==> src/hdl/debug_break_watch_consts.vh <==
`ifndef DEBUG_BREAK_WATCH_CONSTS_VH
`define DEBUG_BREAK_WATCH_CONSTS_VH

// register indices; the byte address is four times the index
`define IDX_CAUSE 10'h015
`define IDX_CAUSE_DATA 10'h016
`define IDX_IB_ADDR 10'h030
`define IDX_IB_CTRL 10'h040
`define IDX_DW_FIRST 10'h050
`define IDX_DW_SECOND 10'h060
`define IDX_DW_CTRL 10'h070
`define IDX_RW_MASK 10'h080
`define IDX_RW_VALUE 10'h090
`define IDX_RW_CTRL 10'h09C
`define IDX_IRQ_STATUS 10'h0A0
`define IDX_IRQ_MASK 10'h0A1

// control field positions
`define CTRL_EN_BIT 0
`define CTRL_MODE_BIT 1
`define CTRL_LOAD_BIT 2
`define CTRL_THR_LSB 16
`define CTRL_THR_MSB 23

// writable bits of each control register
`define IB_CTRL_WMASK 32'h00FF0003
`define DW_CTRL_WMASK 32'h00FF0007
`define RW_CTRL_WMASK 32'h00FF0003

// reset values
`define CTRL_RESET 32'h00000000
`define DATA_RESET 32'h00000000
`define IRQ_RESET 3'h0

// cause codes
`define CAUSE_INSTR 3'h3
`define CAUSE_DATA 3'h4
`define CAUSE_RES 3'h5

`endif

==> src/hdl/debug_break_watch_unit.v <==
// Our own choice: the APB slave port.
`timescale 1ns/1ps
`default_nettype none
`include "debug_break_watch_consts.vh"

// Overview of operation
// - four instruction breakpoints, each with its own control register.
// - bit 0 enables each comparator; disabled never fires; controls reset to zero.
// - bits 23:16 hold a per-thread mask; only masked-in threads fire.
// - instruction mode bit 1: 0 fires on equal PC, 1 on differing PC.
// - each data watchpoint has first and second 32-bit address registers.
// - each data watchpoint has its own control register.
// - data control bit 2: 1 fires on loads only, 0 on stores only.
// - data control bit 1: 0 needs A and B, 1 needs A or B.
// - each resource watchpoint has a 32-bit mask register.
// - each resource watchpoint has a 32-bit value compared with masked identifier.
// - each resource watchpoint has a control register: enable, thread mask, condition.
// - resource control bit 1: 0 fires on condition A, 1 on condition B.
// - an enabled matching instruction breakpoint raises a debug interrupt for the thread.
// - cause code recorded: 3 instruction, 4 data, 5 resource.
// - data hit captures effective address; resource hit captures resource identifier.
module debug_break_watch_unit (
  input wire pclk,
  input wire presetn,
  input wire psel,
  input wire penable,
  input wire pwrite,
  input wire [11:0] paddr,
  input wire [31:0] pwdata,
  output reg [31:0] prdata,
  output wire pready,
  output wire pslverr,
  input wire pc_valid,
  input wire [31:0] pc_value,
  input wire [2:0] pc_thread,
  input wire mem_valid,
  input wire mem_is_load,
  input wire [31:0] mem_addr,
  input wire [2:0] mem_thread,
  input wire res_valid,
  input wire [31:0] res_id,
  input wire [2:0] res_thread,
  output reg debug_take,
  output reg [2:0] debug_thread,
  output wire irq
);

  // instruction breakpoint address and control, one word per unit
  reg [31:0] ib_addr_reg [0:3];
  reg [31:0] ib_ctrl_reg [0:3];

  // data watchpoint addresses and control, one word per unit
  reg [31:0] dw_first_reg [0:3];
  reg [31:0] dw_second_reg [0:3];
  reg [31:0] dw_ctrl_reg [0:3];

  // resource watchpoint mask, value and control, one word per unit
  reg [31:0] rw_mask_reg [0:3];
  reg [31:0] rw_value_reg [0:3];
  reg [31:0] rw_ctrl_reg [0:3];

  // cause of the latest reported hit
  reg [2:0] cause_code_reg;
  reg [1:0] cause_num_reg;
  reg [2:0] cause_thread_reg;
  reg [31:0] cause_data_reg;

  // interrupt status and mask, one bit per kind of hit
  reg [2:0] irq_status_reg;
  reg [2:0] irq_mask_reg;

  wire [9:0] idx = paddr[11:2];
  wire [9:0] grp = {idx[9:2], 2'b00};
  wire [1:0] sub = idx[1:0];
  wire wr_en = psel && penable && pwrite;
  wire [3:0] ib_hit;
  wire [3:0] dw_hit;
  wire [3:0] rw_hit;

  // thread filter shared by every comparator
  function thread_ok;
    input [31:0] ctrl;
    input [2:0] thr;
    begin
      thread_ok = ctrl[`CTRL_EN_BIT] && ctrl[`CTRL_THR_LSB + thr];
    end
  endfunction

  // lowest set bit wins when several units fire together
  function [1:0] lowest;
    input [3:0] v;
    begin
      if (v[0]) begin
        lowest = 2'h0;
      end else if (v[1]) begin
        lowest = 2'h1;
      end else if (v[2]) begin
        lowest = 2'h2;
      end else begin
        lowest = 2'h3;
      end
    end
  endfunction

  // known register index, used by the error answer only; the read mux decodes on its own
  function mapped;
    input [9:0] a;
    input [9:0] g;
    begin
      mapped = (a == `IDX_CAUSE) || (a == `IDX_CAUSE_DATA) || (a == `IDX_IRQ_STATUS) ||
               (a == `IDX_IRQ_MASK) || (g == `IDX_IB_ADDR) || (g == `IDX_IB_CTRL) ||
               (g == `IDX_DW_FIRST) || (g == `IDX_DW_SECOND) || (g == `IDX_DW_CTRL) ||
               (g == `IDX_RW_MASK) || (g == `IDX_RW_VALUE) || (g == `IDX_RW_CTRL);
    end
  endfunction

  // per-unit comparators
  genvar n;
  generate
    for (n = 0; n < 4; n = n + 1) begin : g_unit
      wire pc_eq = (pc_value == ib_addr_reg[n]);
      wire pc_cmp = ib_ctrl_reg[n][`CTRL_MODE_BIT] ? !pc_eq : pc_eq;
      assign ib_hit[n] = pc_valid && thread_ok(ib_ctrl_reg[n], pc_thread) && pc_cmp;
      wire cond_a = (mem_addr == dw_first_reg[n]);
      wire cond_b = (mem_addr == dw_second_reg[n]);
      wire dw_cmp = dw_ctrl_reg[n][`CTRL_MODE_BIT] ? (cond_a || cond_b) : (cond_a && cond_b);
      wire kind_ok = mem_is_load ? dw_ctrl_reg[n][`CTRL_LOAD_BIT] : !dw_ctrl_reg[n][`CTRL_LOAD_BIT];
      assign dw_hit[n] = mem_valid && thread_ok(dw_ctrl_reg[n], mem_thread) && kind_ok && dw_cmp;
      wire res_eq = ((res_id & rw_mask_reg[n]) == rw_value_reg[n]);
      wire rw_cmp = rw_ctrl_reg[n][`CTRL_MODE_BIT] ? !res_eq : res_eq;
      assign rw_hit[n] = res_valid && thread_ok(rw_ctrl_reg[n], res_thread) && rw_cmp;
    end
  endgenerate

  wire any_ib = |ib_hit;
  wire any_dw = |dw_hit;
  wire any_rw = |rw_hit;
  wire any_hit = any_ib || any_dw || any_rw;

  // write strobe of one register group, shared by every array below
  function grp_wr;
    input w;
    input [9:0] g;
    input [9:0] base;
    begin
      grp_wr = w && (g == base);
    end
  endfunction

  // instruction addresses; one process per array keeps each array single-driven
  always @(posedge pclk or negedge presetn) begin : p_ib_addr
    integer j;
    if (!presetn) begin
      for (j = 0; j < 4; j = j + 1) begin
        ib_addr_reg[j] <= `DATA_RESET;
      end
    end else if (grp_wr(wr_en, grp, `IDX_IB_ADDR)) begin
      ib_addr_reg[sub] <= pwdata;
    end
  end

  // instruction controls; reserved bits never stored
  always @(posedge pclk or negedge presetn) begin : p_ib_ctrl
    integer j;
    if (!presetn) begin
      for (j = 0; j < 4; j = j + 1) begin
        ib_ctrl_reg[j] <= `CTRL_RESET;
      end
    end else if (grp_wr(wr_en, grp, `IDX_IB_CTRL)) begin
      ib_ctrl_reg[sub] <= pwdata & `IB_CTRL_WMASK;
    end
  end

  // first data addresses
  always @(posedge pclk or negedge presetn) begin : p_dw_first
    integer j;
    if (!presetn) begin
      for (j = 0; j < 4; j = j + 1) begin
        dw_first_reg[j] <= `DATA_RESET;
      end
    end else if (grp_wr(wr_en, grp, `IDX_DW_FIRST)) begin
      dw_first_reg[sub] <= pwdata;
    end
  end

  // second data addresses
  always @(posedge pclk or negedge presetn) begin : p_dw_second
    integer j;
    if (!presetn) begin
      for (j = 0; j < 4; j = j + 1) begin
        dw_second_reg[j] <= `DATA_RESET;
      end
    end else if (grp_wr(wr_en, grp, `IDX_DW_SECOND)) begin
      dw_second_reg[sub] <= pwdata;
    end
  end

  // data controls; reserved bits never stored
  always @(posedge pclk or negedge presetn) begin : p_dw_ctrl
    integer j;
    if (!presetn) begin
      for (j = 0; j < 4; j = j + 1) begin
        dw_ctrl_reg[j] <= `CTRL_RESET;
      end
    end else if (grp_wr(wr_en, grp, `IDX_DW_CTRL)) begin
      dw_ctrl_reg[sub] <= pwdata & `DW_CTRL_WMASK;
    end
  end

  // resource masks
  always @(posedge pclk or negedge presetn) begin : p_rw_mask
    integer j;
    if (!presetn) begin
      for (j = 0; j < 4; j = j + 1) begin
        rw_mask_reg[j] <= `DATA_RESET;
      end
    end else if (grp_wr(wr_en, grp, `IDX_RW_MASK)) begin
      rw_mask_reg[sub] <= pwdata;
    end
  end

  // resource values
  always @(posedge pclk or negedge presetn) begin : p_rw_value
    integer j;
    if (!presetn) begin
      for (j = 0; j < 4; j = j + 1) begin
        rw_value_reg[j] <= `DATA_RESET;
      end
    end else if (grp_wr(wr_en, grp, `IDX_RW_VALUE)) begin
      rw_value_reg[sub] <= pwdata;
    end
  end

  // resource controls; reserved bits never stored
  always @(posedge pclk or negedge presetn) begin : p_rw_ctrl
    integer j;
    if (!presetn) begin
      for (j = 0; j < 4; j = j + 1) begin
        rw_ctrl_reg[j] <= `CTRL_RESET;
      end
    end else if (grp_wr(wr_en, grp, `IDX_RW_CTRL)) begin
      rw_ctrl_reg[sub] <= pwdata & `RW_CTRL_WMASK;
    end
  end

  // interrupt mask, only three bits exist
  always @(posedge pclk or negedge presetn) begin
    if (!presetn) begin
      irq_mask_reg <= `IRQ_RESET;
    end else if (wr_en && idx == `IDX_IRQ_MASK) begin
      irq_mask_reg <= pwdata[2:0];
    end
  end

  // next cause values; instruction beats data beats resource in one cycle
  reg [2:0] cause_code_next;
  reg [1:0] cause_num_next;
  reg [2:0] cause_thread_next;
  reg [31:0] cause_data_next;
  always @* begin
    cause_code_next = cause_code_reg;
    cause_num_next = cause_num_reg;
    cause_thread_next = cause_thread_reg;
    cause_data_next = cause_data_reg; // an instruction hit leaves the old data in place
    if (any_ib) begin
      cause_code_next = `CAUSE_INSTR;
      cause_num_next = lowest(ib_hit);
      cause_thread_next = pc_thread;
    end else if (any_dw) begin
      cause_code_next = `CAUSE_DATA;
      cause_num_next = lowest(dw_hit);
      cause_thread_next = mem_thread;
      cause_data_next = mem_addr;
    end else if (any_rw) begin
      cause_code_next = `CAUSE_RES;
      cause_num_next = lowest(rw_hit);
      cause_thread_next = res_thread;
      cause_data_next = res_id;
    end
  end

  // cause registers and the one-cycle debug pulse
  always @(posedge pclk or negedge presetn) begin
    if (!presetn) begin
      cause_code_reg <= 3'h0;
      cause_num_reg <= 2'h0;
      cause_thread_reg <= 3'h0;
      cause_data_reg <= `DATA_RESET;
      debug_take <= 1'b0;
      debug_thread <= 3'h0;
    end else begin
      debug_take <= any_hit;
      cause_code_reg <= cause_code_next;
      cause_num_reg <= cause_num_next;
      cause_thread_reg <= cause_thread_next;
      cause_data_reg <= cause_data_next;
      debug_thread <= cause_thread_next;
    end
  end

  // sticky status; a hit in the clearing cycle survives the clear
  wire [2:0] events = {any_rw, any_dw, any_ib};
  wire [2:0] clr = (wr_en && idx == `IDX_IRQ_STATUS) ? pwdata[2:0] : 3'h0;
  always @(posedge pclk or negedge presetn) begin
    if (!presetn) begin
      irq_status_reg <= `IRQ_RESET;
    end else begin
      irq_status_reg <= (irq_status_reg & ~clr) | events;
    end
  end

  assign irq = |(irq_status_reg & irq_mask_reg);

  // zero-wait slave; unmapped indices answer with an error
  assign pready = 1'b1;
  assign pslverr = psel && penable && !mapped(idx, grp);

  // read mux, reserved bits come back zero
  always @* begin
    prdata = 32'h00000000;
    case (grp)
      `IDX_IB_ADDR: prdata = ib_addr_reg[sub];
      `IDX_IB_CTRL: prdata = ib_ctrl_reg[sub];
      `IDX_DW_FIRST: prdata = dw_first_reg[sub];
      `IDX_DW_SECOND: prdata = dw_second_reg[sub];
      `IDX_DW_CTRL: prdata = dw_ctrl_reg[sub];
      `IDX_RW_MASK: prdata = rw_mask_reg[sub];
      `IDX_RW_VALUE: prdata = rw_value_reg[sub];
      `IDX_RW_CTRL: prdata = rw_ctrl_reg[sub];
      default: begin
        // single registers outside the per-unit groups
        case (idx)
          `IDX_CAUSE: begin
            prdata = {14'h0000, cause_num_reg, 5'h00, cause_thread_reg, 5'h00, cause_code_reg};
          end
          `IDX_CAUSE_DATA: begin
            prdata = cause_data_reg;
          end
          `IDX_IRQ_STATUS: begin
            prdata = {29'h00000000, irq_status_reg};
          end
          `IDX_IRQ_MASK: begin
            prdata = {29'h00000000, irq_mask_reg};
          end
          default: begin
            prdata = 32'h00000000; // unmapped reads return zero
          end
        endcase
      end
    endcase
  end

endmodule
`default_nettype wire
==> config.mk <==
export PLATFORM = sky130hd
export DESIGN_NAME = debug_break_watch_unit
export DESIGN_NICKNAME = d
export VERILOG_FILES = /design/src/hdl/debug_break_watch_unit.v
export VERILOG_INCLUDE_DIRS = /design/src /design/src/hdl
export SDC_FILE = /design/constraint.sdc
export NUM_CORES = 2
export LEC_CHECK = 0
export BUFFER_PORTS_ARGS = -buffer_cell sky130_fd_sc_hd__buf_4
export CAP_MARGIN = 20
export CORE_ASPECT_RATIO = 0.6
export CORE_MARGIN = 3
export CORE_UTILIZATION = 30
export CTS_CLUSTER_DIAMETER = 50
export DETAILED_ROUTE_END_ITERATION = 8
export SYNTH_ARGS = -nofsm -noshare
export SYNTH_HDL_FRONTEND = slang
export SYNTH_SLANG_ARGS = --single-unit
==> constraint.sdc <==
create_clock -name pclk -period 2.75 [get_ports pclk]
set_input_delay 0.1375 -clock pclk [delete_from_list [all_inputs] [get_ports pclk]]
set_output_delay 0.1375 -clock pclk [all_outputs]
set_load 0.01 [all_outputs]
# Yosys cells after proc, flatten, opt, wreduce, memory -nomap -nowiden
# Index checks and enable logic that the tools add are counted.
# Widths: inputs -> output; s select.
dict set report classes {
  n_addsub 3
  multipliers 0
  div_mod_pow 0
  order_cmp 5
  eq_ne 28
  n_shift 0
  n_mux 97
  bitwise_logic 10
  n_reduce_logical 95
}
# op count
set ops {}
lappend ops {{$bwmux 128} 8}
lappend ops {{$mux 32} 19}
lappend ops {{$bmux 32 s2} 8}
lappend ops {{$eq 32x32->1} 16}
lappend ops {{$pmux 32 s8} 1}
lappend ops {{$and 32x32->32} 4}
lappend ops {{$pmux 32 s4} 1}
lappend ops {{$demux 32 s2} 1}
lappend ops {{$bmux 1 s5} 12}
lappend ops {{$logic_and 1x1->1} 58}
lappend ops {{$eq 8x5->1 const B} 4}
lappend ops {{$mux 1} 31}
lappend ops {{$eq 8x6->1 const B} 3}
lappend ops {{$mux 3} 7}
lappend ops {{$eq 10x5->1 const B} 2}
lappend ops {{$eq 10x8->1 const B} 2}
lappend ops {{$add 5x3->6 const A} 3}
lappend ops {{$lt 6x6->1 const B} 3}
lappend ops {{$mux 2} 9}
lappend ops {{$logic_or 1x1->1} 17}
lappend ops {{$logic_not 1->1} 13}
lappend ops {{$reduce_or 4->1} 3}
lappend ops {{$eq 8x4->1 const B} 1}
lappend ops {{$and 3x3->3} 2}
lappend ops {{other kinds (10)} 10}
dict set report totals {
  register_bits 1071
  latchBits 0
  ram_bits 0
  mem_bits_ro 0
  output_inout_bits 39
  n_memories 0
}

# Depth between registers and ports, before layout
dict set report logic_depth {
  ltp_word 14
  ltp_mapped 11
  depth_no_buf 8
}

# Worst setup path after synthesis
# No wires, ideal clock.
dict set report synth_path {
  kind {register to register}
  startpoint {register ib_addr_reg[89] in the netlist's numbering}
  endpoint {register cause_data_reg[10]}
  setup_time_ns 0.125
  arrival_ns 2.530
  setup_slack_ns 0.095
  stages_incl_launch_ff 10
  path_buffers 1
  period_less_slack_ns 2.655
  path_cell_list {dfrtp_1 -> xor2_1 -> nor4_1 -> nand2_1 -> o31a_1 -> o2111ai_1 -> nand4_2 -> a41oi_4 -> buf_12 -> mux2_4}
}
dict set report synth_between {
  elab_chain_cells 7
}
# element line
set synth_lines {}
lappend synth_lines {{start, declared} debug_break_watch_unit.v:49} ;# reg [31:0] ib_addr_reg [0:3];
lappend synth_lines {{start signal, assigned by index} debug_break_watch_unit.v:155} ;# ib_addr_reg[j] <= `DATA_RESET;
lappend synth_lines {{start signal, assigned by index} debug_break_watch_unit.v:158} ;# ib_addr_reg[sub] <= pwdata;
lappend synth_lines {{$eq 32x32->1 (*)} debug_break_watch_unit.v:121} ;# wire pc_eq = (pc_value == ib_addr_reg[n]);
lappend synth_lines {{$logic_not 1->1} debug_break_watch_unit.v:122} ;# wire pc_cmp = ib_ctrl_reg[n][`CTRL_MODE_BIT] ? !pc_eq : pc_eq;
lappend synth_lines {{$mux 1 (*)} debug_break_watch_unit.v:122}
lappend synth_lines {{$logic_and 1x1->1 (*)} debug_break_watch_unit.v:123} ;# assign ib_hit[n] = pc_valid && thread_ok(ib_ctrl_reg[n], pc_thread) && pc_cmp;
lappend synth_lines {{$reduce_or 4->1 (*)} debug_break_watch_unit.v:135} ;# wire any_ib = |ib_hit;
lappend synth_lines {{$not 1->1 (no source line) (*)} n/a}
lappend synth_lines {{$reduce_and 2->1 (no source line) (*)} n/a}
lappend synth_lines {{end signal, assigned} debug_break_watch_unit.v:288} ;# cause_data_reg <= `DATA_RESET;
lappend synth_lines {{end signal, assigned} debug_break_watch_unit.v:296} ;# cause_data_reg <= cause_data_next;
lappend synth_lines {{end, declared} debug_break_watch_unit.v:66} ;# reg [31:0] cause_data_reg;
# Every way passes the cells marked *; elsewhere a longest branch is shown, timed or not.
# A chain may end at the register's enable or synchronous reset.

# Final worst setup path
dict set report layout_path {
  startpoint {register ib_addr_reg[96] in the netlist's numbering}
  endpoint {register cause_data_reg[11]}
}
# Same word-level chain as after synthesis.

==> impl_metrics.yaml <==
run_status:
  run_status: "finished with violations"
  violations: "negative setup slack"
sta:
  fmax_ghz: 0.307
  period_needed_ns: 3.26
  fin_ws_ns: -0.512
  clock_skew_ns: 0.0233
  worst_slew_margin_rel_pct: 47.4
  setup_viol: 62
  finalMaxSlewViolations: 0
  hold_viol: 0
  hold-worst-slack_ns: 0.0485
  fin_crit_sh_pct: 119
  rsz0062_at_grt: "true"
  worst_pin_slew_ns: 0.787
cells_and_area:
  post-route-util_pct: 39.8
  fill_cells: 13903
  area_growth_syn_to_layout_pct: 30.4
  drive_above_1_share_pct: 53.3
  nets: 4360
worst_hold_path:
  min-delay-path-class: "in2reg"
  hold_start: "mem_addr[8]"
  holdPathStages: 4
global_route:
  grt_pass1_wl_mm: 268
  track_usage_pct: 24.7
  first_global_vias: 33735
  grt_max_degree: 101
  grt_overflow: 0
  antenna_found_initial: 26
yosys:
  yosysTopAreaCellShare_pct: 45.5
  synth_edf_count: 0
  syn_inst: 3348
  yosysMostFrequentCell: "dfrtp_1"
  synthesis.nets: 3506
  ys_ff_latch: 811
  syn-cell-area_mm2: 0.0446
  synth_cell_types: 59
  synth_common_cells: "dfrtp_1 (811), mux2_2 (805), xor2_1 (384), mux4_2 (215), clkbuf_1 (152)"
  async_flop_share_pct: 100
  synth-main-ff-cell: "dfrtp_1"
  yosysSeqAreaShare_pct: 45.5
  yosys_warnings: 0
  syn_avg_cell_area_um2: 13.3
  synth_top_cell_by_area: "dfrtp_1"
  synthTopCellsByArea: "dfrtp_1 (46%), mux2_2 (20%), mux4_2 (11%)"
clock_network:
  cts_sinks: 811
  cts_buffer_depth: 3
  root_buffer: "clkbuf_16"
  numCtsBuffers: 82
  worst_skew_pair.late_latency_ns: 0.70
  cts_tree: "done"
  cts.clk_slew.worst_paths_ns: 0.06
  h-tree-depth: 3
pwr:
  ir_drop_v: 0.000395
  p_per_area_mw_per_mm2: 456
  leakage_nw: 28.8
detailed_routing:
  drcViolationCount: 0
  wl_per_cell_um: 30.7
  drt-total-wl_mm: 192
  first_pass_iters: 7
  vias: 34507
  drt_iter0_markers: 4653
  vias_per_cell: 5.51
  antenna_left: 0
critical_path:
  r2r_start: "ib_addr_reg[96]$_DFFE_PN0P_"
  reg2reg_depth: 10
  cpPeakStageDelay_ns: 0.51
  critPathKind: "reg2reg"
  endpoint_kind: "flip-flop"
  startpoint: "ib_addr_reg[96]$_DFFE_PN0P_"
  crit_chain: "xor2_1 -> nor4_1 -> nand2_1 -> o31a_1 -> o2111ai_1 -> nand4_2 -> a41oi_4 -> buf_6 -> buf_16 -> mux2_4"
  cp_slowest_cell: "nor4_1"
  path_max_fanout: 5
  required_ns: 3.34
  start_kind: "flip-flop"
  worstPathArrival_ns: 3.85
place:
  dpl.hpwl_mm: 147
  place_ws_ns: -0.924
  port_buffers: 193
  place_congestion: 0.955
flow_run:
  maxCapViolations: 0
floorplan:
  die_w_um: 504
  coreArea_mm2: 0.146
  die_h_um: 305
  start_util_pct: 30.5
  rows: 108
  io_pins: 197
  dieArea_mm2: 0.153
-- final cells by class --
cell class	instances	area, µm²	share of cell area (%)
sequential	811	20300	34.9
tap	1980	2480	4.26
clock inverter	26	358	0.616
antenna	20	50.0	0.0862
inverter	12	45.0	0.0775
clock buffer	120	2410	4.15
multi-input combinational	2255	23500	40.5
timing repair buffer	1040	8910	15.3
-- repair_timing --
item | in CTS | in global routing
gates resized for setup | 114 | 47
setup endpoints to repair | 67 | 67
pin swaps | 44 | 16
hold buffers | 54 | 0
cloned | 2 | 0
endpoints found under the hold margin | 1028 | 0
setup buffers | 20 | 10
-- critical path: cells and delay by family (launching register included) --
family / cells / cell delay (ns)
mux: 1 / 0.30
buf+inv: 2 / 0.31
flops: 1 / 0.40
xor+xnor: 1 / 0.21
simple gates: 3 / 0.95
compound gates: 3 / 0.99
-- cell families after synthesis --
family	count (synthesis)	share of synthesized area, %
AOI/OAI and AO/OA	326	5.47
xor gates and xnor gates	388	7.63
adders and majority gates	1	0.0225
buffers and inverters	282	2.77
DFF	811	45.5
muxes	1061	32.5
other	1	0.00842
and+or+nand+nor	478	6.10
-- layout by cell type (no fill, tap or decap), types with 8 or more instances in the layout --
cell and count:
a211oi_1 22, a211oi_2 10, a21boi_0 31, a21o_1 34
a21oi_1 72, a222oi_1 27, a22oi_1 24, a22oi_2 26
and3_1 66, and3b_1 32, buf_12 51, buf_4 860
buf_6 70, bufinv_16 8, clkbuf_1 20, clkbuf_16 85
clkbuf_8 15, clkinv_2 10, dfrtp_1 807, diode_2 20
dlygate4sd3_1 54, inv_1 12, mux2_2 803, mux2_4 32
mux2i_1 9, mux4_2 215, nand2_1 78, nand2_2 16
nand3_1 58, nand4_1 46, nor2_1 19, nor4_1 98
nor4_2 8, o22a_1 32, xor2_1 384
-- power by group --
| group | leakage (nW) | internal [mW] | switching, mW | total, mW |
|---|---|---|---|---|
| registers | 11.3 | 12.0 | 0.0436 | 12.0 |
| clock network | 1.35 | 6.83 | 5.22 | 12.0 |
| logic | 16.2 | 0.878 | 1.54 | 2.41 |
-- final timing paths --
path | end | slack, ns
max | cause_data_reg[11]$_DFFE_PN0P_ | -0.51
max reg2reg | cause_data_reg[11]$_DFFE_PN0P_ | -0.51
min | cause_data_reg[8]$_DFFE_PN0P_ | 0.05
max in group asynchronous | dw_first_reg[108]$_DFFE_PN0P_ | 0.74
min reg2reg | cause_code_reg[0]$_DFFE_PN0P_ | 0.51
min in group asynchronous | ib_addr_reg[39]$_DFFE_PN0P_ | 0.54
-- metal layers --
layer | GRT usage [%] | routed length [µm] | vias up
met3 | 10.7 | 26400 | 227
li1 | - | - | 14393
met2 | 33.1 | 77500 | 1701
met5 | 0 | 27 | -
met1 | 35.8 | 83300 | 18182
met4 | 6.67 | 5080 | 4
-- per-stage QoR --
stage	cells	setup TNS, ns	instance area (µm²)	total power [mW]
finish	6264	-20.73	58100	26.5
global route	6256	-22.42	58100	27.2
CTS	6237	-17.12	57800	26.6
detailed placement	6017	-39.59	53800	14.5
global placement	6017	-38.75	53800	14.5
floorplan	3348	0	44600	13.1
Power figures use the tool's default switching activity.
